`src/rtl/sldc_params.svh`:
```
`ifndef SLDC_PARAMS_SVH
`define SLDC_PARAMS_SVH

// register offsets, byte address equals printed offset
`define SLDC_OFF_DBG_T0 8'h10
`define SLDC_OFF_DBG_T1 8'h11
`define SLDC_OFF_ORIGIN 8'h1f
`define SLDC_OFF_EXTERNAL_SWITCH_LINK 8'h20
`define SLDC_OFF_PROCESSOR_LINK 8'h40
`define SLDC_OFF_XCFG 8'h80
`define SLDC_OFF_STATIC 8'ha0
`define SLDC_NLINK 8

// debug pin configuration fields
`define SLDC_DBG_DRIVE_BIT 0
`define SLDC_DBG_REQ_BIT 1
// halt event origin fields
`define SLDC_ORG_CORE0_BIT 0
`define SLDC_ORG_CORE1_BIT 1
`define SLDC_ORG_PIN_BIT 4

// link status fields
`define SLDC_ST_SRC_BIT 0
`define SLDC_ST_DST_BIT 1
`define SLDC_ST_JUNK_BIT 2
`define SLDC_ST_NET_LSB 4
`define SLDC_ST_DIR_LSB 8
`define SLDC_ST_DEST_LSB 16
`define SLDC_ST_TYPE_LSB 24

// external link configuration fields
`define SLDC_XC_TOKGAP_LSB 0
`define SLDC_XC_SYMGAP_LSB 11
`define SLDC_XC_RXRST_BIT 23
`define SLDC_XC_GREETING_TOKEN_BIT 24
`define SLDC_XC_HAVECR_BIT 25
`define SLDC_XC_GAVECR_BIT 26
`define SLDC_XC_ERR_BIT 27
`define SLDC_XC_WIDE_BIT 30
`define SLDC_XC_EN_BIT 31

// static forwarding fields
`define SLDC_SF_CHAN_LSB 0
`define SLDC_SF_PROC_BIT 8
`define SLDC_SF_EN_BIT 31

// reset values
`define SLDC_RST_DBG 2'h0
`define SLDC_RST_NET 2'h0
`define SLDC_RST_DIR 4'h0
`define SLDC_RST_GAP 11'h000

`endif

```
`src/rtl/sldc_pkg.sv`:
```
package sldc_pkg;

    // endpoint type reported in link status
    typedef enum logic [1:0] {
        SLDC_EP_SWITCH_LINK = 2'b00,
        SLDC_EP_PROC_LINK = 2'b01,
        SLDC_EP_SWITCH_CTRL = 2'b10,
        SLDC_EP_UNDEF = 2'b11
    } sldc_ep_e;

    // live status of one link from the router fabric
    typedef struct packed {
        sldc_ep_e ep_type;
        logic [7:0] dest;
        logic junk;
        logic dst_busy;
        logic src_busy;
    } sldc_link_stat_s;

    // events from one external link's physical layer
    typedef struct packed {
        logic rx_error;
        logic credit_issued;
        logic credit_received;
        logic credit_issued_clr;
    } sldc_xlink_ev_s;

    // one transmit symbol request
    typedef struct packed {
        logic valid;
        logic last;
    } sldc_tx_req_s;

    // static forwarding setting as used by the router
    typedef struct packed {
        logic enable;
        logic proc;
        logic [4:0] chan;
    } sldc_static_s;

    typedef logic [10:0] sldc_gap_t;

endpackage

```
`src/rtl/sldc_top.sv`:
```
`timescale 1ns/1ps
`include "sldc_params.svh"
// How it works
// - tile halt request follows shared halt when enabled
// - core halt drives shared halt when enabled
// - origin register records last halt source
// - status bits 25:24 give endpoint type
// - status bits 23:16 give destination link
// - switch-link direction field, writable, resets zero
// - network field bits 5:4, writable, resets zero
// - status bit 2 flags junk packet
// - bits 1/0 show dest/source side busy
// - processor-link status registers, no direction field
// - bit 31 enables link, selects pin mux
// - bit 30 selects 5-wire, resets 2-wire
// - bit 27 flags overflow or illegal token
// - bits 26/25 report issued and held credit
// - bit 24 write clears credit, sends greeting
// - bit 23 write resets link receiver
// - symbol gap at least field plus one
// - token gap at least field plus one
// - static enable forwards link to channel end
// - static processor bit 8, channel bits 4:0
// - static registers map to links C,D,A,B,G,H,E,F
module sldc_top (
    input wire logic clock_in,
    input wire logic rst_in,
    input wire logic [7:0] addr_in,
    input wire logic [31:0] wdata_in,
    input wire logic wr_in,
    input wire logic rd_in,
    output logic [31:0] rdata_out,
    input wire logic [1:0] core_halted_in,
    input wire logic ext_halt_pin_in,
    output logic shared_halt_signal_out,
    output logic [1:0] debug_req_out,
    input wire sldc_pkg::sldc_link_stat_s [7:0] external_switch_link_stat_in,
    input wire sldc_pkg::sldc_link_stat_s [7:0] processor_link_stat_in,
    output logic [7:0][3:0] external_switch_link_dir_out,
    output logic [7:0][1:0] external_switch_link_net_out,
    output logic [7:0][1:0] processor_link_net_out,
    input wire sldc_pkg::sldc_xlink_ev_s [7:0] xlink_ev_in,
    output logic [7:0] xlink_enable_out,
    output logic [7:0] xlink_wide_out,
    output logic [7:0] greeting_token_out,
    output logic [7:0] rx_reset_out,
    input wire sldc_pkg::sldc_tx_req_s [7:0] tx_req_in,
    output logic [7:0] tx_ready_out,
    output sldc_pkg::sldc_static_s [7:0] static_by_link_out
);
    import sldc_pkg::*;

    // register file state
    logic [1:0] dbg_cfg_reg [2];
    logic [4:0] origin_reg;
    logic prev_halt_reg;
    logic [3:0] dir_reg [8];
    logic [1:0] snet_reg [8];
    logic [1:0] pnet_reg [8];
    logic [7:0] en_reg;
    logic [7:0] wide_reg;
    logic [7:0] err_reg;
    logic [7:0] gave_cr_reg;
    logic [7:0] have_cr_reg;
    logic [7:0] greeting_token_reg;
    logic [7:0] rxrst_reg;
    sldc_gap_t symgap_reg [8];
    sldc_gap_t tokgap_reg [8];
    logic [11:0] gapcnt_reg [8];
    sldc_static_s static_reg [8];
    logic [31:0] rdata_reg;
    logic [31:0] rdata_next;

    // address decode
    wire logic [2:0] idx = addr_in[2:0];
    wire logic hit_dbg0 = addr_in == `SLDC_OFF_DBG_T0;
    wire logic hit_dbg1 = addr_in == `SLDC_OFF_DBG_T1;
    wire logic hit_org = addr_in == `SLDC_OFF_ORIGIN;
    wire logic hit_sl = addr_in[7:3] == 5'(`SLDC_OFF_EXTERNAL_SWITCH_LINK >> 3);
    wire logic hit_pl = addr_in[7:3] == 5'(`SLDC_OFF_PROCESSOR_LINK >> 3);
    wire logic hit_xc = addr_in[7:3] == 5'(`SLDC_OFF_XCFG >> 3);
    wire logic hit_sf = addr_in[7:3] == 5'(`SLDC_OFF_STATIC >> 3);
    wire logic wr_org = wr_in && hit_org;

    // shared halt: external pin or any enabled halted core
    wire logic core0_drive = core_halted_in[0] && dbg_cfg_reg[0][`SLDC_DBG_DRIVE_BIT];
    wire logic core1_drive = core_halted_in[1] && dbg_cfg_reg[1][`SLDC_DBG_DRIVE_BIT];
    wire logic halt_now = ext_halt_pin_in || core0_drive || core1_drive;
    wire logic halt_rise = halt_now && !prev_halt_reg;
    assign shared_halt_signal_out = halt_now;
    assign debug_req_out[0] = halt_now && dbg_cfg_reg[0][`SLDC_DBG_REQ_BIT];
    assign debug_req_out[1] = halt_now && dbg_cfg_reg[1][`SLDC_DBG_REQ_BIT];

    // debug pin configuration, one per tile
    always_ff @(posedge clock_in or posedge rst_in) begin
        if (rst_in) begin
            dbg_cfg_reg[0] <= `SLDC_RST_DBG;
            dbg_cfg_reg[1] <= `SLDC_RST_DBG;
        end else begin
            if (wr_in && hit_dbg0)
                dbg_cfg_reg[0] <= wdata_in[1:0];
            if (wr_in && hit_dbg1)
                dbg_cfg_reg[1] <= wdata_in[1:0];
        end
    end

    // origin of the latest halt event; a new event beats a software write
    logic [4:0] origin_new;
    assign origin_new = {ext_halt_pin_in, 2'b00, core1_drive, core0_drive};
    always_ff @(posedge clock_in or posedge rst_in) begin
        if (rst_in) begin
            origin_reg <= 5'h00;
            prev_halt_reg <= 1'b0;
        end else begin
            prev_halt_reg <= halt_now;
            if (halt_rise)
                origin_reg <= origin_new;
            else if (wr_org)
                origin_reg <= {wdata_in[4], 2'b00, wdata_in[1:0]};
        end
    end

    // static registers are ordered C,D,A,B,G,H,E,F; links A..H are 0..7
    localparam logic [2:0] STATIC_LINK [8] = '{3'h2, 3'h3, 3'h0, 3'h1, 3'h6, 3'h7, 3'h4, 3'h5};

    genvar g;
    generate
        for (g = 0; g < 8; g++) begin : gen_link
            wire logic wr_sl = wr_in && hit_sl && idx == 3'(g);
            wire logic wr_pl = wr_in && hit_pl && idx == 3'(g);
            wire logic wr_xc = wr_in && hit_xc && idx == 3'(g);
            wire logic wr_sf = wr_in && hit_sf && idx == 3'(g);
            wire logic greeting_token_wr = wr_xc && wdata_in[`SLDC_XC_GREETING_TOKEN_BIT];
            wire logic rxrst_wr = wr_xc && wdata_in[`SLDC_XC_RXRST_BIT];
            // a symbol goes out only when enabled, paced and holding credit
            wire logic ready = en_reg[g] && have_cr_reg[g] && gapcnt_reg[g] == 12'h000;
            wire logic sent = ready && tx_req_in[g].valid;

            // switch and processor link fields
            always_ff @(posedge clock_in or posedge rst_in) begin
                if (rst_in) begin
                    dir_reg[g] <= `SLDC_RST_DIR;
                    snet_reg[g] <= `SLDC_RST_NET;
                    pnet_reg[g] <= `SLDC_RST_NET;
                end else begin
                    if (wr_sl) begin
                        dir_reg[g] <= wdata_in[`SLDC_ST_DIR_LSB +: 4];
                        snet_reg[g] <= wdata_in[`SLDC_ST_NET_LSB +: 2];
                    end
                    if (wr_pl)
                        pnet_reg[g] <= wdata_in[`SLDC_ST_NET_LSB +: 2];
                end
            end

            // external link control; enable and width hold until rewritten
            always_ff @(posedge clock_in or posedge rst_in) begin
                if (rst_in) begin
                    en_reg[g] <= 1'b0;
                    wide_reg[g] <= 1'b0;
                    symgap_reg[g] <= `SLDC_RST_GAP;
                    tokgap_reg[g] <= `SLDC_RST_GAP;
                end else if (wr_xc) begin
                    en_reg[g] <= wdata_in[`SLDC_XC_EN_BIT];
                    wide_reg[g] <= wdata_in[`SLDC_XC_WIDE_BIT];
                    symgap_reg[g] <= wdata_in[`SLDC_XC_SYMGAP_LSB +: 11];
                    tokgap_reg[g] <= wdata_in[`SLDC_XC_TOKGAP_LSB +: 11];
                end
            end

            // sticky error cleared by receiver reset; new error wins
            always_ff @(posedge clock_in or posedge rst_in) begin
                if (rst_in)
                    err_reg[g] <= 1'b0;
                else if (xlink_ev_in[g].rx_error)
                    err_reg[g] <= 1'b1;
                else if (rxrst_wr)
                    err_reg[g] <= 1'b0;
            end

            // credit state; a greeting clears held credit unless credit lands now
            always_ff @(posedge clock_in or posedge rst_in) begin
                if (rst_in) begin
                    gave_cr_reg[g] <= 1'b0;
                    have_cr_reg[g] <= 1'b0;
                end else begin
                    if (xlink_ev_in[g].credit_issued)
                        gave_cr_reg[g] <= 1'b1;
                    else if (xlink_ev_in[g].credit_issued_clr)
                        gave_cr_reg[g] <= 1'b0;
                    if (xlink_ev_in[g].credit_received)
                        have_cr_reg[g] <= 1'b1;
                    else if (greeting_token_wr)
                        have_cr_reg[g] <= 1'b0;
                end
            end

            // one-cycle command pulses to the link layer
            always_ff @(posedge clock_in or posedge rst_in) begin
                if (rst_in) begin
                    greeting_token_reg[g] <= 1'b0;
                    rxrst_reg[g] <= 1'b0;
                end else begin
                    greeting_token_reg[g] <= greeting_token_wr;
                    rxrst_reg[g] <= rxrst_wr;
                end
            end

            // idle gap after each symbol: field plus one clocks
            always_ff @(posedge clock_in or posedge rst_in) begin
                if (rst_in)
                    gapcnt_reg[g] <= 12'h000;
                else if (sent && tx_req_in[g].last)
                    gapcnt_reg[g] <= {1'b0, tokgap_reg[g]} + 12'h001;
                else if (sent)
                    gapcnt_reg[g] <= {1'b0, symgap_reg[g]} + 12'h001;
                else if (gapcnt_reg[g] != 12'h000)
                    gapcnt_reg[g] <= gapcnt_reg[g] - 12'h001;
            end

            // static forwarding settings
            always_ff @(posedge clock_in or posedge rst_in) begin
                if (rst_in)
                    static_reg[g] <= '0;
                else if (wr_sf) begin
                    static_reg[g].enable <= wdata_in[`SLDC_SF_EN_BIT];
                    static_reg[g].proc <= wdata_in[`SLDC_SF_PROC_BIT];
                    static_reg[g].chan <= wdata_in[`SLDC_SF_CHAN_LSB +: 5];
                end
            end

            assign tx_ready_out[g] = ready;
            assign external_switch_link_dir_out[g] = dir_reg[g];
            assign external_switch_link_net_out[g] = snet_reg[g];
            assign processor_link_net_out[g] = pnet_reg[g];
            assign static_by_link_out[STATIC_LINK[g]] = static_reg[g];
        end
    endgenerate

    assign xlink_enable_out = en_reg;
    assign xlink_wide_out = wide_reg;
    assign greeting_token_out = greeting_token_reg;
    assign rx_reset_out = rxrst_reg;

    // status word shared by switch and processor links
    function automatic logic [31:0] stat_word(input sldc_link_stat_s s);
        logic [31:0] w;
        w = 32'h0000_0000;
        w[`SLDC_ST_TYPE_LSB +: 2] = s.ep_type;
        w[`SLDC_ST_DEST_LSB +: 8] = s.dest;
        w[`SLDC_ST_JUNK_BIT] = s.junk;
        w[`SLDC_ST_DST_BIT] = s.dst_busy;
        w[`SLDC_ST_SRC_BIT] = s.src_busy;
        return w;
    endfunction

    // read mux; command bits and unmapped addresses read as zero
    always_comb begin
        rdata_next = 32'h0000_0000;
        if (hit_dbg0)
            rdata_next[1:0] = dbg_cfg_reg[0];
        else if (hit_dbg1)
            rdata_next[1:0] = dbg_cfg_reg[1];
        else if (hit_org)
            rdata_next[4:0] = origin_reg;
        else if (hit_sl) begin
            rdata_next = stat_word(external_switch_link_stat_in[idx]);
            rdata_next[`SLDC_ST_DIR_LSB +: 4] = dir_reg[idx];
            rdata_next[`SLDC_ST_NET_LSB +: 2] = snet_reg[idx];
        end else if (hit_pl) begin
            rdata_next = stat_word(processor_link_stat_in[idx]);
            rdata_next[`SLDC_ST_NET_LSB +: 2] = pnet_reg[idx];
        end else if (hit_xc) begin
            rdata_next[`SLDC_XC_EN_BIT] = en_reg[idx];
            rdata_next[`SLDC_XC_WIDE_BIT] = wide_reg[idx];
            rdata_next[`SLDC_XC_ERR_BIT] = err_reg[idx];
            rdata_next[`SLDC_XC_GAVECR_BIT] = gave_cr_reg[idx];
            rdata_next[`SLDC_XC_HAVECR_BIT] = have_cr_reg[idx];
            rdata_next[`SLDC_XC_SYMGAP_LSB +: 11] = symgap_reg[idx];
            rdata_next[`SLDC_XC_TOKGAP_LSB +: 11] = tokgap_reg[idx];
        end else if (hit_sf) begin
            rdata_next[`SLDC_SF_EN_BIT] = static_reg[idx].enable;
            rdata_next[`SLDC_SF_PROC_BIT] = static_reg[idx].proc;
            rdata_next[`SLDC_SF_CHAN_LSB +: 5] = static_reg[idx].chan;
        end
    end

    // read data stands only in the cycle after the strobe
    always_ff @(posedge clock_in or posedge rst_in) begin
        if (rst_in)
            rdata_reg <= 32'h0000_0000;
        else
            rdata_reg <= rd_in ? rdata_next : 32'h0000_0000;
    end
    assign rdata_out = rdata_reg;

endmodule

```
`config.mk`:
```
export PLATFORM = sky130hd
export DESIGN_NAME = sldc_top
export DESIGN_NICKNAME = d
export VERILOG_FILES = /design/src/rtl/sldc_pkg.sv /design/src/rtl/sldc_top.sv
export VERILOG_INCLUDE_DIRS = /design/src /design/src/rtl
export SDC_FILE = /design/constraint.sdc
export NUM_CORES = 2
export LEC_CHECK = 0
export ABC_AREA = 1
export BUFFER_PORTS_ARGS = -buffer_cell sky130_fd_sc_hd__buf_4
export CORE_AREA = 2 2 270 272
export CTS_BUF_LIST = sky130_fd_sc_hd__clkbuf_4 sky130_fd_sc_hd__clkbuf_8 sky130_fd_sc_hd__clkbuf_16
export DETAILED_ROUTE_END_ITERATION = 8
export DIE_AREA = 0 0 272 274
export PLACE_DENSITY = 0.64
export SLEW_MARGIN = 20
export SYNTH_ARGS = -nofsm -noshare
export SYNTH_HDL_FRONTEND = slang
export SYNTH_SLANG_ARGS = --single-unit
```
`constraint.sdc`:
```
create_clock -name clock_in -period 15.4 [get_ports clock_in]
set_input_delay 0.77 -clock clock_in [delete_from_list [all_inputs] [get_ports clock_in]]
set_output_delay 0.77 -clock clock_in [all_outputs]
set_load 0.05 [all_outputs]
```
==> impl_metrics.tcl <==
set metrics [dict create \
    syn_avg_cell_area_um2 7.366 \
    r2r_slack_ns 12.71 \
    netlist_instances 3850 \
    maxSlewHeadroom 0.1860 \
    vias 29230 \
    clk_path_buf_depth 3 \
    route.detailed.drc 0 \
    dp_worst_setup_slack_ns 11.05 \
    crit_slowest_cell "nand2_4" \
    globalRouteTotalUtil 0.3168 \
    hold_buffers 0 \
    antenna_left 0 \
    numCtsBuffers 56 \
    hold_violations 0 \
    root_buffer "clkbuf_16" \
    core-area_um2 71970 \
    critPathLaunchType "input pin" \
    place_hpwl_mm 88.97 \
    fp.dieW_um 272 \
    layout_common_cells "951 x nand2_1, 515 x buf_4, 486 x dfrtp_1" \
    synth_top_flop_cell "dfrtp_1" \
    clk_pin_slew_ns 0.06 \
    fmaxAchievable_mhz 263.1 \
    drt_wl_total_mm 121.0 \
    finalClockSkew_ns 0.03371 \
    arrival_ns 4.32 \
    via_per_inst 5.549 \
    ys_seq_area_frac 0.4288 \
    path_max_fanout 52 \
    ys_types 52 \
    fin_crit_ns 3.800 \
    rsz0062_at_grt "no" \
    worstReg2RegStart "gapcnt_reg[72]" \
    status "finished, final reports clean" \
    clk_latency_ns 0.64 \
    rr_worst_depth 9 \
    ioPinCount 498 \
    fin_nets 4586 \
    cts_tree "done" \
    die-area_um2 74530 \
    nFillCells 7257 \
    port_buffers 489 \
    initial_core_util 0.3941 \
    h-tree-depth 2 \
    fin_crit_sh 0.2468 \
    ys_async_sr_fraction 1.000 \
    grt_remaining_overflow 0 \
    r2r_end "gapcnt_reg[75]" \
    cts-resized-gates 0 \
    fp.dieH_um 274 \
    required_ns 15.92 \
    wl_per_cell_um 22.98 \
    slew_violations 0 \
    grt_pass1_wl_mm 176.8 \
    worst_pin_slew_ns 1.220 \
    largest_reg_flops 96 \
    synth_edf_count 0 \
    synth-seq-cells 486 \
    dr.first_iter.drc_count 2884 \
    grt_pass1_vias 27840 \
    setup-tns-final_ns 0 \
    synth_warnings 0 \
    grt_max_degree 124 \
    cts_sinks 486 \
    leakagePower_nw 16.35 \
    layout-drive-gt1-share 0.1605 \
    slowest_delay_ns 0.66 \
    end_kind "flop" \
    final_common_cell "nand2_1" \
    maxCapViolations 0 \
    finalSetupViolCount 0 \
    antenna_found_initial 10 \
    path_cells "buf_4 -> inv_2 -> nand2_4 -> buf_4 -> o22ai_1 -> nor2_1 -> a21oi_1 -> o31ai_1 -> nand3_1 -> nor2_1" \
    gp_congestion 0.9329 \
    powerDensity_nw_per_um2 107.4 \
    crit_type "in -> reg" \
    syn2layout_area_growth_pct 22.71 \
    synthesis.area_um2 28360 \
    worst_slack_ns 11.60 \
    drt_first_pass_iters 6 \
    postCtsSetupRepairBufs 0 \
    placementRows 99 \
    min_path_type "in -> async" \
    vdd_drop_max_mv 0.07987 \
]
-- logic make-up after synthesis --
group	share of synthesized area
simple gates	0.2637
buf+inv	0.07637
compound gates	0.1767
xor+xnor	0.04015
flops	0.4288
fa+ha+maj	0.01412
other cells	0.0001322
-- synthesized netlist by cell type, types with 15 or more instances --
cell | count | area [µm²]
inv_1 | 366 | 1374
o21ai_0 | 436 | 2182
o21ai_1 | 48 | 240.2
o31ai_1 | 26 | 195.2
o21bai_1 | 25 | 187.7
a21oi_1 | 125 | 625.6
ha_1 | 32 | 400.4
nand3_1 | 209 | 1046
xor2_1 | 111 | 972.2
nand2_1 | 955 | 3585
nor3_1 | 79 | 395.4
dfrtp_1 | 486 | 12160
xnor2_1 | 19 | 166.4
or2_2 | 15 | 93.84
nand4_1 | 75 | 469.2
o22ai_1 | 142 | 888.4
a22oi_1 | 24 | 180.2
buf_2 | 51 | 255.2
clkbuf_1 | 97 | 364.1
nor2_1 | 361 | 1355
o211ai_1 | 27 | 202.7
-- per-layer routing --
metal | track usage | up-vias | share of wire
met5 | 0 | - | 0
met4 | 0.1582 | 0 | 0.055
met3 | 0.05596 | 283 | 0.078
met2 | 0.5328 | 1344 | 0.47
met1 | 0.3923 | 13940 | 0.39
li1 | - | 13670 | -
-- worst max-delay path, delay by kind of cell --
| kind | cells | cell delay, ns |
|---|---|---|
| buf+inv | 3 | 1.37 |
| compound gates | 3 | 0.37 |
| simple gates | 4 | 1.70 |
-- metrics by stage --
| stage | instance area (µm²) | cells | utilization | total power [W] | hold WS [ns] |
|---|---|---|---|---|---|
| floorplan | 28360 | 3851 | - | 0.001972 | 0.4530 |
| global placement | 32730 | 5152 | 0.4548 | 0.002250 | 0.4665 |
| detailed placement | 32730 | 5152 | 0.4548 | 0.002259 | 0.4742 |
| CTS | 34780 | 5258 | 0.4832 | 0.003741 | 0.3115 |
| global route | 34800 | 5266 | 0.4835 | 0.003890 | 0.3171 |
| finish | 34800 | 5268 | 0.4836 | 0.003737 | 0.2812 |
-- layout make-up --
type	instances	area, µm²	area share
Multi-Input combinational cell	2816	14080	0.4046
Antenna cell	10	25.02	0.0007191
Timing Repair Buffer	515	3866	0.1111
Tap cell	959	1200	0.03448
Sequential cell	486	12160	0.3495
Clock inverter	28	384.1	0.01104
Clock buffer	78	1664	0.04782
Inverter	376	1420	0.04081
-- worst max-delay path by stage --
stage | from | endpoint | cells after the start
2_1_floorplan | rst_in | dbg_cfg_reg[0] | 1
3_3_place_gp | addr_in[0] | rdata_out[0] | 12
3_5_place_dp | addr_in[0] | rdata_out[0] | 12
4_1_cts | addr_in[0] | rdata_out[0] | 12
5_1_grt | rst_in | rdata_out[15] | 5
6_report | addr_in[0] | rdata_out[25] | 10
-- report_power, final --
group | leakage, nW | internal [W] | switching, W | total, W
clock network | 1.03 | 0.000904 | 0.000585 | 0.00149
logic | 8.93 | 0.000259 | 0.000476 | 0.000735
registers | 6.40 | 0.00139 | 0.000119 | 0.00151
Power figures use the tool's default switching activity.
